## config.mk

```make
export PLATFORM = sky130hd
export DESIGN_NAME = afc_host
export DESIGN_NICKNAME = d
export VERILOG_FILES = /design/src/afc_host.v
export VERILOG_INCLUDE_DIRS = /design/src
export SDC_FILE = /design/constraint.sdc
export NUM_CORES = 1
export LEC_CHECK = 0
export BUFFER_PORTS_ARGS = -buffer_cell sky130_fd_sc_hd__buf_2
export CORE_MARGIN = 4
export CORE_UTILIZATION = 35
export DETAILED_ROUTE_END_ITERATION = 8
export PLACE_DENSITY = 0.58
export RECOVER_POWER = 50
export SETUP_SLACK_MARGIN = 0.15
export SLEW_MARGIN = 30
export SYNTH_ARGS = -nofsm -noshare
export SYNTH_HDL_FRONTEND = slang
export SYNTH_SLANG_ARGS = --single-unit
```

## constraint.sdc

```tcl
create_clock -name core_clk -period 10.4 [get_ports core_clk]
set_input_delay 1.04 -clock core_clk [delete_from_list [all_inputs] [get_ports core_clk]]
set_output_delay 1.04 -clock core_clk [all_outputs]
set_load 0.005 [all_outputs]
```

## src/afc_defs.vh

```
`ifndef AFC_DEFS_VH
`define AFC_DEFS_VH

// Register byte offsets
`define AFC_REG_CTRL      8'h00
`define AFC_REG_STATUS    8'h04
`define AFC_REG_TX_LEN    8'h08
`define AFC_REG_TX_DATA   8'h0C
`define AFC_REG_RX_LEN    8'h10
`define AFC_REG_RX_DATA   8'h14
`define AFC_REG_RX_INFO   8'h18

// Control fields
`define AFC_CTRL_MODE_LSB 0
`define AFC_CTRL_MODE_MSB 1
`define AFC_CTRL_NUL_BIT  2
`define AFC_CTRL_START    8
`define AFC_CTRL_RESET    2'h1

// Framing mode select values
`define AFC_MODE_PLAIN    2'h1
`define AFC_MODE_ESCAPED  2'h2

// Status bits
`define AFC_ST_TX_BUSY    0
`define AFC_ST_RX_READY   1
`define AFC_ST_CK_ERR     2
`define AFC_ST_OVERRUN    3
`define AFC_ST_TX_DONE    4
`define AFC_ST_STAT_SEEN  5

// Framing bytes
`define AFC_DELIM         8'h7E
`define AFC_ESC           8'h7D
`define AFC_XON           8'h11
`define AFC_XOFF          8'h13
`define AFC_ESC_XOR       8'h20
`define AFC_CK_GOOD       8'hFF
`define AFC_NUL           8'h00
`define AFC_TYPE_STATUS   8'h8A

// Buffer geometry
`define AFC_BUF_DEPTH     16'h0040
`define AFC_BUF_AW        6

`endif

```

## src/afc_host.v

```verilog
// The address map and register access over APB were left to the implementer.
`timescale 1ns/1ps
`include "afc_defs.vh"

// How it works
// Framing mode field selects 1 plain or 2 escaped framing.
// Receiver ignores all bytes until a 0x7E start delimiter arrives.
// Device answers a bad frame with a status frame naming the failure.
// Escaped mode: reserved byte becomes 0x7D then byte XOR 0x20, reversed on receive.
// Reserved bytes are 0x7E, 0x7D, 0x11 and 0x13.
// Length counts unescaped frame-data bytes only.
// Checksum works on unescaped values; escaping after, unescaping before.
// Sender checksum is 0xFF minus low 8 bits of frame-data sum.
// Receiver accepts when data sum plus checksum equals 0xFF.
// First frame-data byte is the frame type, payload follows.
// Multi-byte values, length included, go most significant byte first.
// Device sends type 0x8A status frames on its own.
// Type 0x08 frame: id byte 5, command bytes 6-7, optional value after.
// Zero frame id gets no response; nonzero id is echoed.
// Host ends label, discovery and address-high strings with 0x00.
// Type 0x09 values stay pending until a 0x08 frame or commit.
// Device answers local commands with one or more 0x88 frames.
// Device sends a 0x97 frame per remote response after a 0x17.
// Type 0x10 sends payload by radio; 0x11 adds endpoint and cluster.
// Device reports transmit completion with a 0x8B frame.
// Received packets arrive as 0x90 or 0x91 per receive format.
// Samples come as 0x94, node identification as 0x95 frames.
// A frame failing checksum is dropped; hunting restarts.
// Plain mode takes every byte after length literally.
module afc_host
(
	input  wire        core_clk,
	input  wire        arst_n,
	input  wire        psel,
	input  wire        penable,
	input  wire        pwrite,
	input  wire [7:0]  paddr,
	input  wire [31:0] pwdata,
	output reg  [31:0] prdata,
	output wire        pready,
	output wire        pslverr,
	output reg  [7:0]  tx_byte,
	output reg         tx_valid,
	input  wire        tx_ready,
	input  wire [7:0]  rx_byte,
	input  wire        rx_valid
);

	localparam TX_IDLE  = 3'h0;
	localparam TX_DELIM = 3'h1;
	localparam TX_LENH  = 3'h2;
	localparam TX_LENL  = 3'h3;
	localparam TX_DATA  = 3'h4;
	localparam TX_CK    = 3'h5;

	localparam RX_HUNT  = 3'h0;
	localparam RX_LENH  = 3'h1;
	localparam RX_LENL  = 3'h2;
	localparam RX_DATA  = 3'h3;
	localparam RX_CK    = 3'h4;

	reg  [7:0]              tx_mem [0:63];
	reg  [7:0]              rx_mem [0:63];
	reg  [1:0]              mode;
	reg                     nul_en;
	reg  [15:0]             tx_len;
	reg  [`AFC_BUF_AW-1:0]  wr_ptr;
	reg  [`AFC_BUF_AW-1:0]  rd_ptr;
	reg  [2:0]              tx_st;
	reg  [15:0]             tx_idx;
	reg  [7:0]              tx_sum;
	reg                     tx_esc;
	reg                     tx_nul;
	reg  [7:0]              tx_raw;
	reg                     tx_done;
	reg  [2:0]              rx_st;
	reg  [15:0]             rx_cnt;
	reg  [15:0]             rx_idx;
	reg  [7:0]              rx_sum;
	reg                     rx_esc;
	reg  [15:0]             rx_len;
	reg  [7:0]              rx_type;
	reg  [7:0]              rx_id;
	reg  [7:0]              cur_type;
	reg  [7:0]              cur_id;
	reg                     rx_ready;
	reg                     ck_err;
	reg                     overrun;
	reg                     stat_seen;
	reg                     ev_ok;
	reg                     ev_err;
	reg                     ev_ovr;
	reg                     ev_stat;
	reg  [7:0]              rx_val;
	wire                    wr_acc;
	wire                    rd_acc;
	wire                    setup;
	wire                    mapped;
	wire                    esc_mode;
	wire                    tx_load;
	wire                    need_esc;
	wire [15:0]             tx_total;
	wire                    start_ok;
	wire                    tx_busy;
	wire                    w1c;
	wire                    rx_take;
	wire [7:0]              rx_raw_sum;

	// APB slave answers in its first access cycle
	assign pready   = 1'b1;
	assign setup    = psel && !penable;
	assign wr_acc   = psel && penable && pwrite;
	assign rd_acc   = psel && penable && !pwrite;
	assign mapped   = (paddr == `AFC_REG_CTRL) || (paddr == `AFC_REG_STATUS) ||
		(paddr == `AFC_REG_TX_LEN) || (paddr == `AFC_REG_TX_DATA) ||
		(paddr == `AFC_REG_RX_LEN) || (paddr == `AFC_REG_RX_DATA) ||
		(paddr == `AFC_REG_RX_INFO);
	assign pslverr  = psel && penable && !mapped;
	assign w1c      = wr_acc && (paddr == `AFC_REG_STATUS);
	assign esc_mode = (mode == `AFC_MODE_ESCAPED);
	assign tx_busy  = (tx_st != TX_IDLE) || tx_valid;
	assign tx_total = tx_len + {15'h0000, nul_en};
	// Zero or oversized frames cannot be sent from the buffer, so start is dropped
	assign start_ok = wr_acc && (paddr == `AFC_REG_CTRL) && pwdata[`AFC_CTRL_START] &&
		!tx_busy && (tx_total != 16'h0000) && (tx_total <= `AFC_BUF_DEPTH);

	// Read data latched in setup so prdata comes from a flop
	always @(posedge core_clk or negedge arst_n)
	begin
		if (!arst_n)
			prdata <= 32'h0000_0000;
		else if (setup && !pwrite)
		begin
			case (paddr)
				`AFC_REG_CTRL:    prdata <= {29'h0000_0000, nul_en, mode};
				`AFC_REG_STATUS:  prdata <= {26'h0000_000, stat_seen, tx_done, overrun,
					ck_err, rx_ready, tx_busy};
				`AFC_REG_TX_LEN:  prdata <= {16'h0000, tx_len};
				`AFC_REG_RX_LEN:  prdata <= {16'h0000, rx_len};
				`AFC_REG_RX_DATA: prdata <= {24'h00_0000, rx_mem[rd_ptr]};
				`AFC_REG_RX_INFO: prdata <= {16'h0000, rx_id, rx_type};
				default:          prdata <= 32'h0000_0000;
			endcase
		end
	end

	// Control registers and buffer pointers
	always @(posedge core_clk or negedge arst_n)
	begin
		if (!arst_n)
		begin
			mode   <= `AFC_CTRL_RESET; // Plain framing out of reset
			nul_en <= 1'b0;
			tx_len <= 16'h0000;
			wr_ptr <= 6'h00;
			rd_ptr <= 6'h00;
		end
		else
		begin
			if (wr_acc && (paddr == `AFC_REG_CTRL))
			begin
				mode   <= pwdata[`AFC_CTRL_MODE_MSB:`AFC_CTRL_MODE_LSB];
				nul_en <= pwdata[`AFC_CTRL_NUL_BIT];
			end
			// Writing the length rewinds the fill pointer for a new frame
			if (wr_acc && (paddr == `AFC_REG_TX_LEN))
			begin
				tx_len <= pwdata[15:0];
				wr_ptr <= 6'h00;
			end
			else if (wr_acc && (paddr == `AFC_REG_TX_DATA) && !tx_busy)
				wr_ptr <= wr_ptr + 6'h01;
			// Each data read pops one byte; a fresh frame rewinds it
			if (ev_ok)
				rd_ptr <= 6'h00;
			else if (rd_acc && (paddr == `AFC_REG_RX_DATA))
				rd_ptr <= rd_ptr + 6'h01;
		end
	end

	// Transmit buffer is frozen while a frame goes out
	always @(posedge core_clk)
	begin
		if (wr_acc && (paddr == `AFC_REG_TX_DATA) && !tx_busy)
			tx_mem[wr_ptr] <= pwdata[7:0];
	end

	// Raw byte for the current transmit field
	always @*
	begin
		tx_raw = `AFC_DELIM;
		case (tx_st)
			TX_DELIM: tx_raw = `AFC_DELIM;
			TX_LENH:  tx_raw = tx_total[15:8];
			TX_LENL:  tx_raw = tx_total[7:0];
			TX_DATA:  tx_raw = tx_nul ? `AFC_NUL : tx_mem[tx_idx[`AFC_BUF_AW-1:0]];
			TX_CK:    tx_raw = `AFC_CK_GOOD - tx_sum;
			default:  tx_raw = `AFC_DELIM;
		endcase
	end

	assign tx_load  = (tx_st != TX_IDLE) && (!tx_valid || tx_ready);
	// Only the leading delimiter goes out unescaped
	assign need_esc = esc_mode && (tx_st != TX_DELIM) && ((tx_raw == `AFC_DELIM) ||
		(tx_raw == `AFC_ESC) || (tx_raw == `AFC_XON) || (tx_raw == `AFC_XOFF));

	// Transmit framer
	always @(posedge core_clk or negedge arst_n)
	begin
		if (!arst_n)
		begin
			tx_st    <= TX_IDLE;
			tx_idx   <= 16'h0000;
			tx_sum   <= 8'h00;
			tx_esc   <= 1'b0;
			tx_nul   <= 1'b0;
			tx_byte  <= 8'h00;
			tx_valid <= 1'b0;
			tx_done  <= 1'b0;
		end
		else
		begin
			if (w1c && pwdata[`AFC_ST_TX_DONE])
				tx_done <= 1'b0;
			if (start_ok)
				tx_st <= TX_DELIM;
			if (tx_load)
			begin
				tx_valid <= 1'b1;
				if (need_esc && !tx_esc)
				begin
					tx_byte <= `AFC_ESC;
					tx_esc  <= 1'b1;
				end
				else
				begin
					tx_byte <= tx_esc ? (tx_raw ^ `AFC_ESC_XOR) : tx_raw;
					tx_esc  <= 1'b0;
					case (tx_st)
						TX_DELIM: tx_st <= TX_LENH;
						TX_LENH:  tx_st <= TX_LENL;
						TX_LENL:
						begin
							tx_st  <= TX_DATA;
							tx_idx <= 16'h0000;
							tx_sum <= 8'h00;
							tx_nul <= (tx_len == 16'h0000);
						end
						TX_DATA:
						begin
							tx_sum <= tx_sum + tx_raw;
							tx_idx <= tx_idx + 16'h0001;
							tx_nul <= nul_en && (tx_idx + 16'h0001 == tx_len);
							if (tx_idx == tx_total - 16'h0001)
								tx_st <= TX_CK;
						end
						TX_CK:
						begin
							tx_st   <= TX_IDLE;
							tx_done <= 1'b1;
						end
						default:  tx_st <= TX_IDLE;
					endcase
				end
			end
			else if (tx_ready)
				tx_valid <= 1'b0;
		end
	end

	// Plain mode takes bytes literally; escaped mode strips the flag byte
	assign rx_take    = rx_valid && !(esc_mode && (rx_byte == `AFC_ESC)) &&
		!(esc_mode && (rx_byte == `AFC_DELIM));
	assign rx_raw_sum = rx_sum + rx_val;

	always @*
	begin
		rx_val = rx_esc ? (rx_byte ^ `AFC_ESC_XOR) : rx_byte;
	end

	// Receive deframer
	always @(posedge core_clk or negedge arst_n)
	begin
		if (!arst_n)
		begin
			rx_st    <= RX_HUNT;
			rx_cnt   <= 16'h0000;
			rx_idx   <= 16'h0000;
			rx_sum   <= 8'h00;
			rx_esc   <= 1'b0;
			cur_type <= 8'h00;
			cur_id   <= 8'h00;
			ev_ok    <= 1'b0;
			ev_err   <= 1'b0;
			ev_ovr   <= 1'b0;
			ev_stat  <= 1'b0;
		end
		else
		begin
			ev_ok   <= 1'b0;
			ev_err  <= 1'b0;
			ev_ovr  <= 1'b0;
			ev_stat <= 1'b0;
			if (rx_valid && esc_mode && (rx_byte == `AFC_DELIM))
			begin
				// A bare delimiter can only open a frame, so resync on it
				ev_err <= (rx_st != RX_HUNT);
				rx_st  <= RX_LENH;
				rx_esc <= 1'b0;
			end
			else if (rx_valid && esc_mode && (rx_byte == `AFC_ESC) && (rx_st != RX_HUNT))
				rx_esc <= 1'b1;
			else if (rx_take)
			begin
				rx_esc <= 1'b0;
				case (rx_st)
					RX_HUNT:
						if (rx_byte == `AFC_DELIM)
							rx_st <= RX_LENH;
					RX_LENH:
					begin
						rx_cnt[15:8] <= rx_val;
						rx_st        <= RX_LENL;
					end
					RX_LENL:
					begin
						rx_cnt[7:0] <= rx_val;
						rx_idx      <= 16'h0000;
						rx_sum      <= 8'h00;
						rx_st       <= ({rx_cnt[15:8], rx_val} == 16'h0000) ? RX_HUNT : RX_DATA;
					end
					RX_DATA:
					begin
						rx_sum <= rx_raw_sum;
						rx_idx <= rx_idx + 16'h0001;
						if (rx_idx == 16'h0000)
							cur_type <= rx_val;
						if (rx_idx == 16'h0001)
							cur_id <= rx_val;
						if (rx_idx == rx_cnt - 16'h0001)
							rx_st <= RX_CK;
					end
					RX_CK:
					begin
						rx_st <= RX_HUNT;
						if (rx_raw_sum != `AFC_CK_GOOD)
							ev_err <= 1'b1;
						else if (rx_ready || (rx_cnt > `AFC_BUF_DEPTH))
							ev_ovr <= 1'b1;
						else
						begin
							ev_ok   <= 1'b1;
							ev_stat <= (cur_type == `AFC_TYPE_STATUS);
						end
					end
					default: rx_st <= RX_HUNT;
				endcase
			end
		end
	end

	// Receive buffer only fills while software has released it
	always @(posedge core_clk)
	begin
		if (rx_take && (rx_st == RX_DATA) && !rx_ready && (rx_idx < `AFC_BUF_DEPTH))
			rx_mem[rx_idx[`AFC_BUF_AW-1:0]] <= rx_val;
	end

	// Sticky status, set beats a same-cycle clear
	always @(posedge core_clk or negedge arst_n)
	begin
		if (!arst_n)
		begin
			rx_ready  <= 1'b0;
			ck_err    <= 1'b0;
			overrun   <= 1'b0;
			stat_seen <= 1'b0;
			rx_len    <= 16'h0000;
			rx_type   <= 8'h00;
			rx_id     <= 8'h00;
		end
		else
		begin
			rx_ready  <= ev_ok || (rx_ready && !(w1c && pwdata[`AFC_ST_RX_READY]));
			ck_err    <= ev_err || (ck_err && !(w1c && pwdata[`AFC_ST_CK_ERR]));
			overrun   <= ev_ovr || (overrun && !(w1c && pwdata[`AFC_ST_OVERRUN]));
			stat_seen <= ev_stat || (stat_seen && !(w1c && pwdata[`AFC_ST_STAT_SEEN]));
			if (ev_ok)
			begin
				rx_len  <= rx_cnt;
				rx_type <= cur_type;
				rx_id   <= cur_id;
			end
		end
	end

endmodule // afc_host

```

==> impl_metrics.yaml <==
cts:
  clkTransAtPathRegs_ns: 0.07
  cts.hold.buffers_added: 0
  root_buffer: "clkbuf_16"
  clock_sinks: 1210
  post_cts_resized: 0
  cts_max_path_buffers: 3
  insertion_delay_ns: 0.74
  htree_levels: 3
  cts-buffers-inserted: 117
  cts_tree: "built"
  post-cts-setup-buffers: 0
critical_path:
  cpPeakStageDelay_ns: 0.98
  cp.required_ns: 11.04
  cp.arrival_ns: 6.73
  slowest_stage: "clkinv_1"
  path_class: "reg -> reg"
  cp_common_cell: "a21oi_1"
  crit_chain: "buf_4 -> clkinv_1 -> mux2i_1 -> o32ai_1 -> a41oi_1 -> nand4_1 -> ha_1 -> a21o_1 -> a21oi_1 -> o21bai_1 -> a21oi_1 -> o21bai_1 -> a21oi_1 -> xnor2_1 -> or4_1 -> a211oi_1"
  worstSetupEndpointType: "flip-flop"
  path_max_fanout: 39
  start_kind: "flip-flop"
final_layout:
  final_common_cell: "edfxtp_1"
  final_cell_mix: "edfxtp_1 (1024), nor2_1 (211), mux4_2 (181)"
  final_util: 0.395
  syn_to_final_growth_pct: 12.0
  final_nets: 3312
  layout-drive-gt1-share: 0.183
global_routing:
  antenna_found_initial: 3
  grt_pass1_vias: 28377
  grt.overflow.total: 0
  grt_pass1_wl_mm: 191
  grt_max_degree: 103
  grt_usage: 0.166
routing:
  wl_per_cell_um: 24.4
  ant_nets: 0
  vias: 28504
  wirelength_mm: 128
  first_pass_iters: 6
  drt_iter0_drc: 2509
  viasPerCell: 5.44
  drc: 0
timing:
  relSlewSlack: -2.41
  final_hold_viol_count: 0
  tightestPinTransition_ns: 5.12
  rsz0062_at_grt: "false"
  drv_slew: 1204
  fin_skew_ns: 0.0399
  hold_slack_ns: 0.431
  fin_crit_ns: 6.08
  setup_viol: 0
  period_share: 0.585
  tns_ns: 0
  max_freq_mhz: 164
floorplanning:
  rows: 140
  initial_core_util: 0.352
  dieArea_mm2: 0.153
  die_x_um: 391
  core_mm2: 0.146
  die_h_um: 391
  io_pins: 98
placement:
  dpl.hpwl_mm: 80.7
  portBuffers: 64
  gp_congestion: 0.890
status:
  violations: "capacitance limit, slew limit"
  status: "finished with violations"
synth:
  ys_async_sr_fraction: 0.154
  synth-seq-cells: 1210
  ys_types: 89
  yosys_warnings: 0
  synthFlopType: "edfxtp_1"
  syn_inst: 3181
  synth_edf_count: 1024
  syn_area_per_cell_um2: 16.1
  synth_area_mm2: 0.0513
  ys_seq_area_frac: 0.690
power:
  p_per_area_mw_per_mm2: 183
  vdd_drop_max_mv: 0.166
  p_leak_nw: 18.4
flow_run:
  cap_violations: 25
min_path:
  min_path_type: "reg -> reg"
## power by group
group,switching [W],internal [W]
sequential,0.000126,0.00539
clock,0.00185,0.00254
combinational,0.000378,0.000230
## metrics by stage
| step | instance area [um^2] | worst slack [ns] | instances | power [W] |
|---|---|---|---|---|
| floorplan | 51300 | 6.56 | 3196 | 0.00596 |
| global placement | 53600 | 4.38 | 5028 | 0.00620 |
| detailed placement | 53600 | 4.28 | 5028 | 0.00622 |
| CTS | 57600 | 4.28 | 5243 | 0.0106 |
| global route | 57500 | 3.33 | 5243 | 0.0109 |
| finish | 57500 | 4.32 | 5244 | 0.0105 |
## kinds of logic (layout without fill, tap and decap cells)
logic type,count (synthesis),after routing,synth area share
buffers and inverters,242,372,0.0221
adders and majority gates,27,27,0.00688
other,2,18,0.000146
AOI/OAI and AO/OA,486,486,0.0649
xor gates and xnor gates,104,104,0.0178
and+or+nand+nor,657,657,0.0609
DFF,1210,1210,0.690
muxes,453,453,0.137
## per-layer routing
layer  vias up  GRT usage  part of all wire
met2       906      0.262              0.47
met5         -          0           0.00010
met4         2     0.0413             0.022
met1     14819      0.241              0.45
met3       166     0.0271             0.057
li1      12611          -                 -
## flip-flops by register name (all words and copies together) (netlist names), 8 cells and up
register,cells
cur_id,8
cur_type,8
prdata,16
rx_cnt,16
rx_id,8
rx_idx,16
rx_len,16
rx_mem,512
rx_sum,8
rx_type,8
tx_byte,8
tx_idx,16
tx_len,16
tx_mem,512
tx_sum,8
## worst paths after layout
kind	from	to	slack (ns)	cells past startpoint
worst max-delay path	tx_idx[0]	tx_sum[7]	4.32	16
worst min-delay path	ev_stat	stat_seen	0.43	1
worst max register to register	tx_idx[0]	tx_sum[7]	4.32	16
worst min register to register	ev_stat	stat_seen	0.43	1
max in group asynchronous	arst_n	rx_cnt[8]	4.36	2
min in group asynchronous	arst_n	rd_ptr[3]	2.13	1
## cells in the mapped netlist, types with 22 or more instances
cell	count	share of area
edfxtp_1	1024	0.60
nor2_1	217	0.016
dfrtp_1	185	0.090
mux4_2	181	0.079
nand2_1	167	0.012
mux2i_1	143	0.028
mux2_2	125	0.027
a21oi_1	111	0.011
clkbuf_1	103	0.0075
o21ai_0	91	0.0089
nand3_1	68	0.0066
xnor2_1	67	0.011
a22o_1	49	0.0084
inv_1	38	0.0028
o221ai_1	37	0.0063
xor2_1	37	0.0063
nor3_1	36	0.0035
o22ai_1	33	0.0040
a211oi_1	32	0.0047
buf_2	32	0.0031
buf_4	31	0.0045
buf_1	28	0.0020
ha_1	25	0.0061
nand4_1	25	0.0030
nor4_1	22	0.0027
## worst max-delay path: cells and delay by family (launching register included)
family / cells / cell delay [ns]
AO/OA/AOI/OAI: 9 / 1.82
XOR/XNOR: 1 / 0.10
adder cells (fa/ha/maj): 1 / 0.36
buffers and inverters: 2 / 1.70
flip-flops: 1 / 0.77
multiplexers: 1 / 0.38
AND/OR/NAND/NOR: 2 / 0.84
## final cells by class
class                           instances  area (um^2)
Multi-Input combinational cell       1744        14900
Timing Repair Buffer                  118          648
Sequential cell                      1210        35400
Inverter                               39          146
Tap cell                             1917         2400
Antenna cell                            1         2.50
Clock buffer                          147         3190
Fill cell                           13130        88100
Clock inverter                         68          797
(Power assumes the default switching activity.)
